**config.mk**
```make
export PLATFORM = sky130hd
export DESIGN_NAME = shpc_i2c_clock_gen
export DESIGN_NICKNAME = d
export VERILOG_FILES = /design/src/shpc_glitch_filter.v /design/src/shpc_i2c_clock_gen.v
export VERILOG_INCLUDE_DIRS = /design/src
export SDC_FILE = /design/constraint.sdc
export NUM_CORES = 1
export LEC_CHECK = 0
export BUFFER_PORTS_ARGS = -buffer_cell sky130_fd_sc_hd__buf_2
export CORE_MARGIN = 3
export CORE_UTILIZATION = 48
export CTS_CLUSTER_DIAMETER = 40
export DETAILED_ROUTE_END_ITERATION = 12
export MAX_ROUTING_LAYER = met4
export PLACE_DENSITY = 0.74
export SLEW_MARGIN = 20
export SYNTH_ARGS = -nofsm -noshare
export SYNTH_HDL_FRONTEND = slang
export SYNTH_SLANG_ARGS = --single-unit
```
**constraint.sdc**
```tcl
create_clock -name clock_i -period 6.45 [get_ports clock_i]
set_clock_uncertainty 0.15 [all_clocks]
set_input_delay 0.9675 -clock clock_i [delete_from_list [all_inputs] [get_ports clock_i]]
set_output_delay 0.9675 -clock clock_i [all_outputs]
set_load 0.01 [all_outputs]
```
**src/shpc_consts.vh**
```
`ifndef SHPC_CONSTS_VH
`define SHPC_CONSTS_VH
`define SHPC_CLK_NS 8
`define SHPC_PRESCALE 8
`define SHPC_FILT_BYPASS 2'h0
`define SHPC_FILT_NARROW 2'h1
`define SHPC_FILT_WIDE 2'h2
`define SHPC_NARROW_NS 50
`define SHPC_WIDE_NS 100
// accept lengths in core cycles: ceil(ns / clock period)
`define SHPC_NARROW_CYC 5'h07
`define SHPC_WIDE_CYC 5'h0D
`define SHPC_HOLD_NARROW_NS 80
`define SHPC_HOLD_WIDE_NS 135
`define SHPC_HOLD_BYP_NS 30
// request hold in core cycles: 2 + ceil(ns / clock period)
`define SHPC_HOLD_BYP_CYC 5'h06
`define SHPC_HOLD_NAR_CYC 5'h0C
`define SHPC_HOLD_WIDE_CYC 5'h13
`endif

```
**src/shpc_glitch_filter.v**
```verilog
`timescale 1ns/1ns
`include "shpc_consts.vh"
module shpc_glitch_filter
(
   // clock and reset
   input wire clock_i,
   input wire nrst_i,
   // control
   input wire [1:0] filter_mode_i,
   // line
   input wire line_i,
   output reg line_o
);
   reg [1:0] sync_q;
   reg [4:0] cnt_q;
   reg [4:0] limit;

   always @*
   begin
      case (filter_mode_i)
         `SHPC_FILT_NARROW: limit = `SHPC_NARROW_CYC;
         `SHPC_FILT_WIDE: limit = `SHPC_WIDE_CYC;
         default: limit = 5'h00;
      endcase
   end

   // level must persist past spike width before it is accepted
   always @(posedge clock_i or negedge nrst_i)
   begin
      if (!nrst_i)
      begin
         sync_q <= 2'h3;
         cnt_q <= 5'h00;
         line_o <= 1'b1;
      end
      else
      begin
         sync_q <= {sync_q[0], line_i};
         if (sync_q[1] == line_o)
            cnt_q <= 5'h00;
         else if (cnt_q >= limit)
         begin
            line_o <= sync_q[1];
            cnt_q <= 5'h00;
         end
         else
            cnt_q <= cnt_q + 5'h01;
      end
   end
endmodule

```
**src/shpc_i2c_clock_gen.v**
```verilog
`timescale 1ns/1ns
`include "shpc_consts.vh"
module shpc_i2c_clock_gen
(
   // clock and reset
   input wire clock_i,
   input wire nrst_i,
   // control
   input wire master_i,
   input wire flow_ctrl_i,
   input wire run_i,
   input wire [7:0] clock_divider_modulus_i,
   input wire prescaler_bypass_i,
   input wire [1:0] filter_mode_i,
   input wire slave_ready_i,
   // bus pins
   input wire scl_i,
   output reg scl_o,
   output reg scl_oe_o,
   input wire host_request_i,
   output reg host_request_o,
   // status
   output reg scl_filt_o,
   output reg busy_o
);
   localparam ST_IDLE = 2'h0;
   localparam ST_WAIT = 2'h1;
   localparam ST_RUN = 2'h2;

   reg [1:0] state_q;
   reg [1:0] req_sync_q;
   reg [7:0] div_q;
   reg [2:0] pre_q;
   reg phase_q;
   reg scl_prev_q;
   reg [4:0] hold_q;
   reg [4:0] hold_len;
   wire scl_f;
   wire tick;
   wire scl_edge;

   shpc_glitch_filter u_scl_filter
   (
      .clock_i(clock_i),
      .nrst_i(nrst_i),
      .filter_mode_i(filter_mode_i),
      .line_i(scl_i),
      .line_o(scl_f)
   );

   // prescaler then divider give one half period per tick
   assign tick = (div_q == 8'h00) &&
      (prescaler_bypass_i || pre_q == 3'h7);
   assign scl_edge = scl_f != scl_prev_q;

   always @*
   begin
      case (filter_mode_i)
         `SHPC_FILT_NARROW: hold_len = `SHPC_HOLD_NAR_CYC;
         `SHPC_FILT_WIDE: hold_len = `SHPC_HOLD_WIDE_CYC;
         default: hold_len = `SHPC_HOLD_BYP_CYC;
      endcase
   end

   always @(posedge clock_i or negedge nrst_i)
   begin
      if (!nrst_i)
      begin
         state_q <= ST_IDLE;
         req_sync_q <= 2'h0;
         div_q <= 8'h00;
         pre_q <= 3'h0;
         phase_q <= 1'b0;
         scl_prev_q <= 1'b1;
         hold_q <= 5'h00;
         scl_o <= 1'b1;
         scl_oe_o <= 1'b0;
         host_request_o <= 1'b0;
         scl_filt_o <= 1'b1;
         busy_o <= 1'b0;
      end
      else
      begin
         req_sync_q <= {req_sync_q[0], host_request_i};
         scl_prev_q <= scl_f;
         scl_filt_o <= scl_f;
         // half period = (modulus+1) x prescale core periods, or modulus+1 with prescaler bypass
         if (state_q == ST_IDLE)
         begin
            div_q <= clock_divider_modulus_i;
            pre_q <= 3'h0;
         end
         else if (prescaler_bypass_i || pre_q == 3'h7)
         begin
            pre_q <= 3'h0;
            if (div_q == 8'h00)
               div_q <= clock_divider_modulus_i;
            else
               div_q <= div_q - 8'h01;
         end
         else
            pre_q <= pre_q + 3'h1;
         case (state_q)
            ST_IDLE:
            begin
               phase_q <= 1'b0;
               scl_o <= 1'b1;
               scl_oe_o <= 1'b0;
               busy_o <= 1'b0;
               if (master_i && run_i)
               begin
                  state_q <= ST_WAIT;
                  busy_o <= 1'b1;
               end
            end
            ST_WAIT:
            begin
               // half period delay after request seen
               if (!run_i)
                  state_q <= ST_IDLE;
               else if (!flow_ctrl_i || req_sync_q[1])
               begin
                  if (tick)
                     state_q <= ST_RUN;
               end
               else
               begin
                  div_q <= clock_divider_modulus_i;
                  pre_q <= 3'h0;
               end
            end
            ST_RUN:
            begin
               if (tick)
               begin
                  phase_q <= ~phase_q;
                  scl_o <= phase_q;
                  scl_oe_o <= ~phase_q;
                  if (phase_q && !run_i)
                     state_q <= ST_IDLE;
               end
            end
            default: state_q <= ST_IDLE;
         endcase
         // slave flow control
         if (master_i || !flow_ctrl_i)
         begin
            host_request_o <= 1'b0;
            hold_q <= 5'h00;
         end
         else if (scl_edge)
         begin
            hold_q <= hold_len;
            if (!scl_f)
               host_request_o <= 1'b0;
         end
         else if (hold_q != 5'h00)
            hold_q <= hold_q - 5'h01;
         else
            host_request_o <= slave_ready_i;
      end
   end
endmodule

```
==> results of run 1 <==
==> registers in the layout, summed over array words and instances (netlist names) <==
register	flops
div_q	8
hold_q	5
u_scl_filter.cnt_q	5
pre_q	3
req_sync_q	2
state_q	2
u_scl_filter.sync_q	2
busy_o	1
host_request_o	1
phase_q	1
scl_o	1
scl_prev_q	1
u_scl_filter.line_o	1
==> kinds of logic after synthesis <==
group,count (synthesis),share of synthesized area (%)
xor gates and xnor gates,10,4.90
and+or+nand+nor,55,17.9
AOI/OAI and AO/OA,35,14.4
adders and majority gates,13,9.10
muxes,5,3.99
DFF,33,46.5
buffers and inverters,15,3.15
==> routing by layer <==
layer | track usage (%) | wire (um) | part of all wire (%)
met4 | 7.85 | 44 | 1.3
met5 | - | 0 | 0
met2 | 28.5 | 1620 | 49
met1 | 19.5 | 1510 | 45
met3 | 5.40 | 157 | 4.7
==> layout make-up <==
| cell class | instances | area (um2) |
|---|---|---|
| Tap cell | 46 | 57.6 |
| Timing Repair Buffer | 23 | 115 |
| Inverter | 14 | 52.6 |
| Fill cell | 317 | 1420 |
| Clock buffer | 8 | 90.1 |
| Multi-Input combinational cell | 118 | 900 |
| Sequential cell | 33 | 832 |
==> power by group through the flow <==
stage | Combinational, mW | Sequential, mW | Clock [mW]
after global routing | 0.251 | 0.288 | 0.173
after detailed placement | 0.220 | 0.287 | 0
final | 0.220 | 0.283 | 0.158
after global placement | 0.206 | 0.283 | 0
after CTS | 0.222 | 0.283 | 0.163
after floorplan | 0.168 | 0.279 | 0
==> cells in the mapped netlist, types with 2 or more instances <==
master	count	area [um2]
dfrtp_1	28	701
nor2_1	16	60.1
inv_1	14	52.6
ha_1	13	163
nand2_1	8	30.0
o21ai_0	8	40.0
nand2b_1	7	43.8
xor2_1	6	52.6
dfstp_2	5	131
nand3_1	5	25.0
a211oi_1	4	30.0
a21oi_1	4	20.0
mux2_4	4	60.1
xnor2_1	4	35.0
a22oi_1	2	15.0
and3_1	2	12.5
nor2b_1	2	12.5
nor3_1	2	10.0
nor4_1	2	12.5
o211ai_1	2	15.0
o31a_1	2	17.5
o32a_1	2	20.0
==> stage by stage <==
step	hold WS [ps]	area [um2]	total power [mW]	worst slack [ps]	instances
2_1_floorplan	181	1790	0.448	4020	166
3_3_place_gp	194	1960	0.488	3890	234
3_5_place_dp	199	1960	0.506	3820	234
4_1_cts	208	2050	0.669	4110	242
5_1_grt	215	2050	0.712	3970	242
6_report	206	2050	0.662	4110	242
==> final timing paths <==
check,startpoint,end
setup / recovery,filter_mode_i[0],u_scl_filter.line_o
max in group asynchronous,nrst_i,u_scl_filter.cnt_q[1]
min in group asynchronous,nrst_i,req_sync_q[0]
hold reg to reg,u_scl_filter.sync_q[0],u_scl_filter.sync_q[1]
setup reg to reg,div_q[0],div_q[2]
hold / removal,u_scl_filter.sync_q[0],u_scl_filter.sync_q[1]
==> flow_summary_export.csv, run 1 <==
group,metric,value,unit
run_status,status,"finished clean",
finish,utilization,59.0,%
critical_path,worst_setup_path_end_kind,"flip-flop",
timing,worst_pin_slew,702,ps
route,drc_errors,0,
power_and_ir_drop,vdd_drop_max,0.000175,V
floorplanning,initial_core_util,51.6,%
placed_design,globalplace.congestion,0.877,
synthesis,synth_warnings,0,
grt,grt_use_total,17.4,%
synthesis,synth.distinct_cells,46,
critical_path,worst-path-stages,9,
clocking,h-tree-depth,2,
worst_hold_path,hold_depth,0,
clocking,postCtsSetupRepairBufs,0,
timing,slew_viol_final,0,
floorplanning,die_h,67.0,um
placed_design,dp_hpwl,2480,um
route,wire_per_inst,13.8,um
clocking,cts_tree,"yes",
floorplanning,io_pins,24,
power_and_ir_drop,leakage,0.946,nW
power_and_ir_drop,clkPwrFrac,23.9,%
timing,slew_headroom,53.2,%
critical_path,slowest_delay,300,ps
worst_hold_path,hp-class,"flip-flop to flip-flop",
critical_path,required,6500,ps
grt,grt_max_degree,34,
route,wirelength,3340,um
finish,final_common_cell,"dfrtp_1",
synthesis,synthCells,166,
critical_path,crit_family,"adder cells",
power_and_ir_drop,p_sw,0.227,mW
timing,hold_violations,0,
power_and_ir_drop,comb_power_share,33.3,%
timing,rsz0062_at_grt,"no",
timing,min_period,2340,ps
route,dr.pass1.iters,4,
synthesis,async_flop_share,100,%
finish,final_cell_mix,"dfrtp_1, buf_2, nor2_1",
finish,n_antenna_cell,0,
job,cap_violations,0,
power_and_ir_drop,netSwitchingFraction,34.3,%
grt,antenna_found_initial,0,
clocking,clock_latency,280,ps
synthesis,synth-seq-cells,33,
synthesis,ys.flop_type,"dfrtp_1",
power_and_ir_drop,seqPwrFrac,42.8,%
floorplanning,die_x,67.0,um
route,ant_nets,0,
route,vias,1314,
critical_path,rrSetupSlack,4110,ps
synthesis,seq_area_frac_synth,46.5,%
clocking,cts_resized,0,
timing,tns,0,ps
finish,layout-drive-gt1-share,24.5,%
clocking,cts.clk_slew.worst_paths,60,ps
critical_path,cp-start-kind,"input pin",
clocking,postCtsHoldBufs,0,
grt,grt-ovfl-total,0,
timing,setup_violations,0,
finish,area_growth,14.5,%
power_and_ir_drop,p_per_area,323,mW/mm2
power_and_ir_drop,internal_power,0.435,mW
critical_path,cp.arrival,2390,ps
critical_path,rr_worst_depth,6,
grt,grt_pass1_vias,1278,
floorplanning,core-area,0.00347,mm2
clocking,clkSinkCount,33,
placed_design,io_buffers,23,
synthesis,avgSynthCellArea,10.8,um2
synthesis,syn_nets,198,
floorplanning,fp-row-count,21,
clocking,cts-root-buf,"clkbuf_8",
clocking,cts_made_buffers,5,
critical_path,slowest_stage,"mux2_2",
critical_path,crit_type,"input pin to flip-flop",
critical_path,path_max_fanout,2,
synthesis,syn_area,0.00179,mm2
timing,timing.fmax,0.428,GHz
route,via_per_inst,5.43,
synthesis,synth-edff-count,0,
route,drt_iter0_drc,91,
clocking,clk_path_buf_depth,2,
critical_path,critical_path_buf_inv_count,3,
floorplanning,dieArea,0.00449,mm2
critical_path,crit_chain,"buf_2, inv_1, ha_1, inv_1, ha_1, nand2b_1, a21oi_1, o21ai_0, mux2_2",
grt,grt_pass1_wl,5570,um
finish,nets,227,
timing,finalCritPeriodShare,36.3,%
(Power assumes the default switching activity.)
==> run 2, diff against run 1 <==
Settings changed: ABC_AREA set to 1.
Clock period 6.45 ns to 2.37 ns, I/O delays scaled along.
==> flow_summary_export.csv, run 2 <==
group,metric,value,unit
synthesis,ys.flop_type,"dfrtp_1",
floorplanning,die_h,70.4,um
clocking,postCtsSetupRepairBufs,0,
finish,n_antenna_cell,0,
critical_path,rrSetupSlack,610,ps
synthesis,avgSynthCellArea,7.45,um2
timing,tns,0,ps
critical_path,crit_type,"flip-flop to flip-flop",
critical_path,critPathLaunch,"pre_q[0]",
critical_path,crit_chain,"ha_1, ha_1, nor2_2, nor2_1, nand2_1, nand2_1, a21oi_1, nor2_1",
finish,reg_top3,"div_q x8, hold_q x5, u_scl_filter.cnt_q x5",
critical_path,cp-start-kind,"flip-flop",
finish,top_register,"div_q",
clocking,cts-root-buf,"clkbuf_8",
synthesis,yosysMostFrequentCell,"nand2_1",
critical_path,required,2410,ps
timing,slew_headroom,51.6,%
floorplanning,fp-row-count,22,
floorplanning,dieArea,0.00495,mm2
placed_design,globalplace.congestion,0.847,
synthesis,synthTopCellsByArea,"dfrtp_1, nand2_1, inv_1",
clocking,cts.clk_slew.worst_paths,70,ps
timing,min_period,1760,ps
synthesis,syn_area,0.00199,mm2
floorplanning,die_x,70.4,um
finish,final_cell_mix,"nand2_1, inv_1, dfrtp_1",
critical_path,slowest_stage,"dfrtp_1",
grt,grt_pass1_wl,6350,um
route,via_per_inst,4.76,
power_and_ir_drop,vdd_drop_max,0.000459,V
finish,largest_reg_flops,8,
critical_path,r2r-end,"div_q[6]",
route,wire_per_inst,10.4,um
grt,grt-ovfl-total,0,
floorplanning,core-area,0.00383,mm2
timing,slew_viol_final,0,
synthesis,ys_top_cells_by_count,"nand2_1, inv_1, dfrtp_1",
timing,worst_pin_slew,725,ps
power_and_ir_drop,leakage,1.27,nW
critical_path,rr_worst_depth,8,
clocking,clkSinkCount,33,
floorplanning,io_pins,24,
placed_design,dp_hpwl,2730,um
synthesis,syn_nets,299,
clocking,clk_path_buf_depth,2,
route,drc_errors,0,
critical_path,worst_setup_path_end_kind,"flip-flop",
synthesis,seq_area_frac_synth,41.8,%
run_status,status,"finished clean",
route,dr.pass1.iters,4,
critical_path,path_max_fanout,7,
worst_hold_path,hold_start,"host_request_i",
route,wirelength,3600,um
clocking,clock_latency,290,ps
synthesis,synth-edff-count,0,
grt,antenna_found_initial,0,
route,drt_iter0_drc,78,
synthesis,yosysTopAreaCellShare,35.2,%
synthesis,yosysTopAreaCell,"dfrtp_1",
grt,grt_max_degree,34,
placed_design,pre_cts_slack,442,ps
critical_path,slowest_delay,390,ps
timing,finalCritPeriodShare,74.2,%
finish,layout-drive-gt1-share,18.3,%
clocking,cts_made_buffers,5,
clocking,cts_tree,"yes",
worst_hold_path,hold_depth,1,
placed_design,io_buffers,23,
power_and_ir_drop,p_per_area,1040,mW/mm2
timing,setup_slack,613,ps
timing,hold_violations,0,
route,vias,1655,
clocking,h-tree-depth,2,
route,ant_nets,0,
synthesis,synthCells,267,
floorplanning,initial_core_util,52.0,%
finish,nets,331,
synthesis,async_flop_share,100,%
critical_path,reg2reg_from,"pre_q[0]",
finish,area_growth,14.9,%
worst_hold_path,hp-class,"input pin to flip-flop",
grt,grt_use_total,16.5,%
synthesis,synth.distinct_cells,27,
grt,grt_pass1_vias,1510,
finish,final_common_cell,"nand2_1",
critical_path,cp.arrival,1800,ps
worst_hold_path,hold_path_end,"req_sync_q[0]",
job,cap_violations,0,
timing,timing.fmax,0.569,GHz
synthesis,synth_warnings,0,
timing,rsz0062_at_grt,"no",
synthesis,synth-seq-cells,33,
timing,setup_violations,0,
run 2: changes by cell type after synthesis, sizes merged, moves of 3 or more:
cell / previous run / this run
a211oi: 4 / 0
inv: 14 / 54
mux2: 5 / 0
nand2: 8 / 79
nand2b: 8 / 0
nand3: 5 / 23
nand4: 1 / 8
nor2: 17 / 32
nor4: 3 / 0
o31a: 3 / 0
xnor2: 4 / 1
run 2: cells by family after synthesis:
logic type                 share of synthesized area (%)
adders and majority gates                           8.18
and+or+nand+nor                                     32.6
xor gates and xnor gates                            2.64
AOI/OAI and AO/OA                                   4.47
buffers and inverters                               10.3
DFF                                                 41.8
run 2: power by group:
group	internal, mW	total [mW]	switching [mW]
registers	0.738	0.869	0.131
clock network	0.262	0.476	0.213
logic	0.375	1.03	0.659
run 2: through the flow:
step | hold slack (ps) | util [%] | total power, mW | std cells | area (um2)
4_1_cts | 2.18 | 59.5 | 2.40 | 347 | 2280
3_5_place_dp | 198 | 56.6 | 1.91 | 338 | 2160
2_1_floorplan | -90.1 | - | 1.68 | 267 | 1990
3_3_place_gp | 197 | 56.6 | 1.89 | 338 | 2160
5_1_grt | 6.25 | 59.7 | 2.62 | 348 | 2290
6_report | 14.9 | 59.7 | 2.38 | 348 | 2290
run 2: layout make-up:
| cell class | instances | area (um2) |
|---|---|---|
| Tap cell | 48 | 60.1 |
| Inverter | 54 | 205 |
| Clock buffer | 7 | 96.3 |
| Multi-Input combinational cell | 180 | 952 |
| Sequential cell | 33 | 832 |
| Timing Repair Buffer | 25 | 135 |
| Fill cell | 351 | 1540 |
| Clock inverter | 1 | 5.00 |
run 2: worst max path at each step:
stage | end | slack (ps) | cells past startpoint
after floorplan | u_scl_filter.line_o | 660 | 8
after global placement | u_scl_filter.line_o | 470 | 9
after detailed placement | u_scl_filter.line_o | 440 | 9
after CTS | div_q[6] | 600 | 8
after global routing | div_q[6] | 500 | 8
final | div_q[6] | 610 | 8
run 2: per-layer routing:
layer / part of all wire [%] / global-route usage [%] / vias to the layer above
met3: 5.8 / 6.19 / 6
met1: 49 / 21.4 / 734
met2: 43 / 23.7 / 32
met5: 0 / - / -
met4: 1.7 / 5.74 / 0
li1: - / - / 883
run 2: timing repair:
item                                    in CTS  in global routing
endpoints found under the setup margin       0                  0
gates resized for setup                      0                  0
hold buffers                                 1                  1
hold endpoints to repair                    17                  1
run 2: critical path, delay by kind of cell, from the launching register on:
| family | cells | cell delay [ps] |
|---|---|---|
| fa+ha+maj | 2 | 410 |
| compound gates | 1 | 140 |
| simple gates | 5 | 570 |
| flops | 1 | 390 |
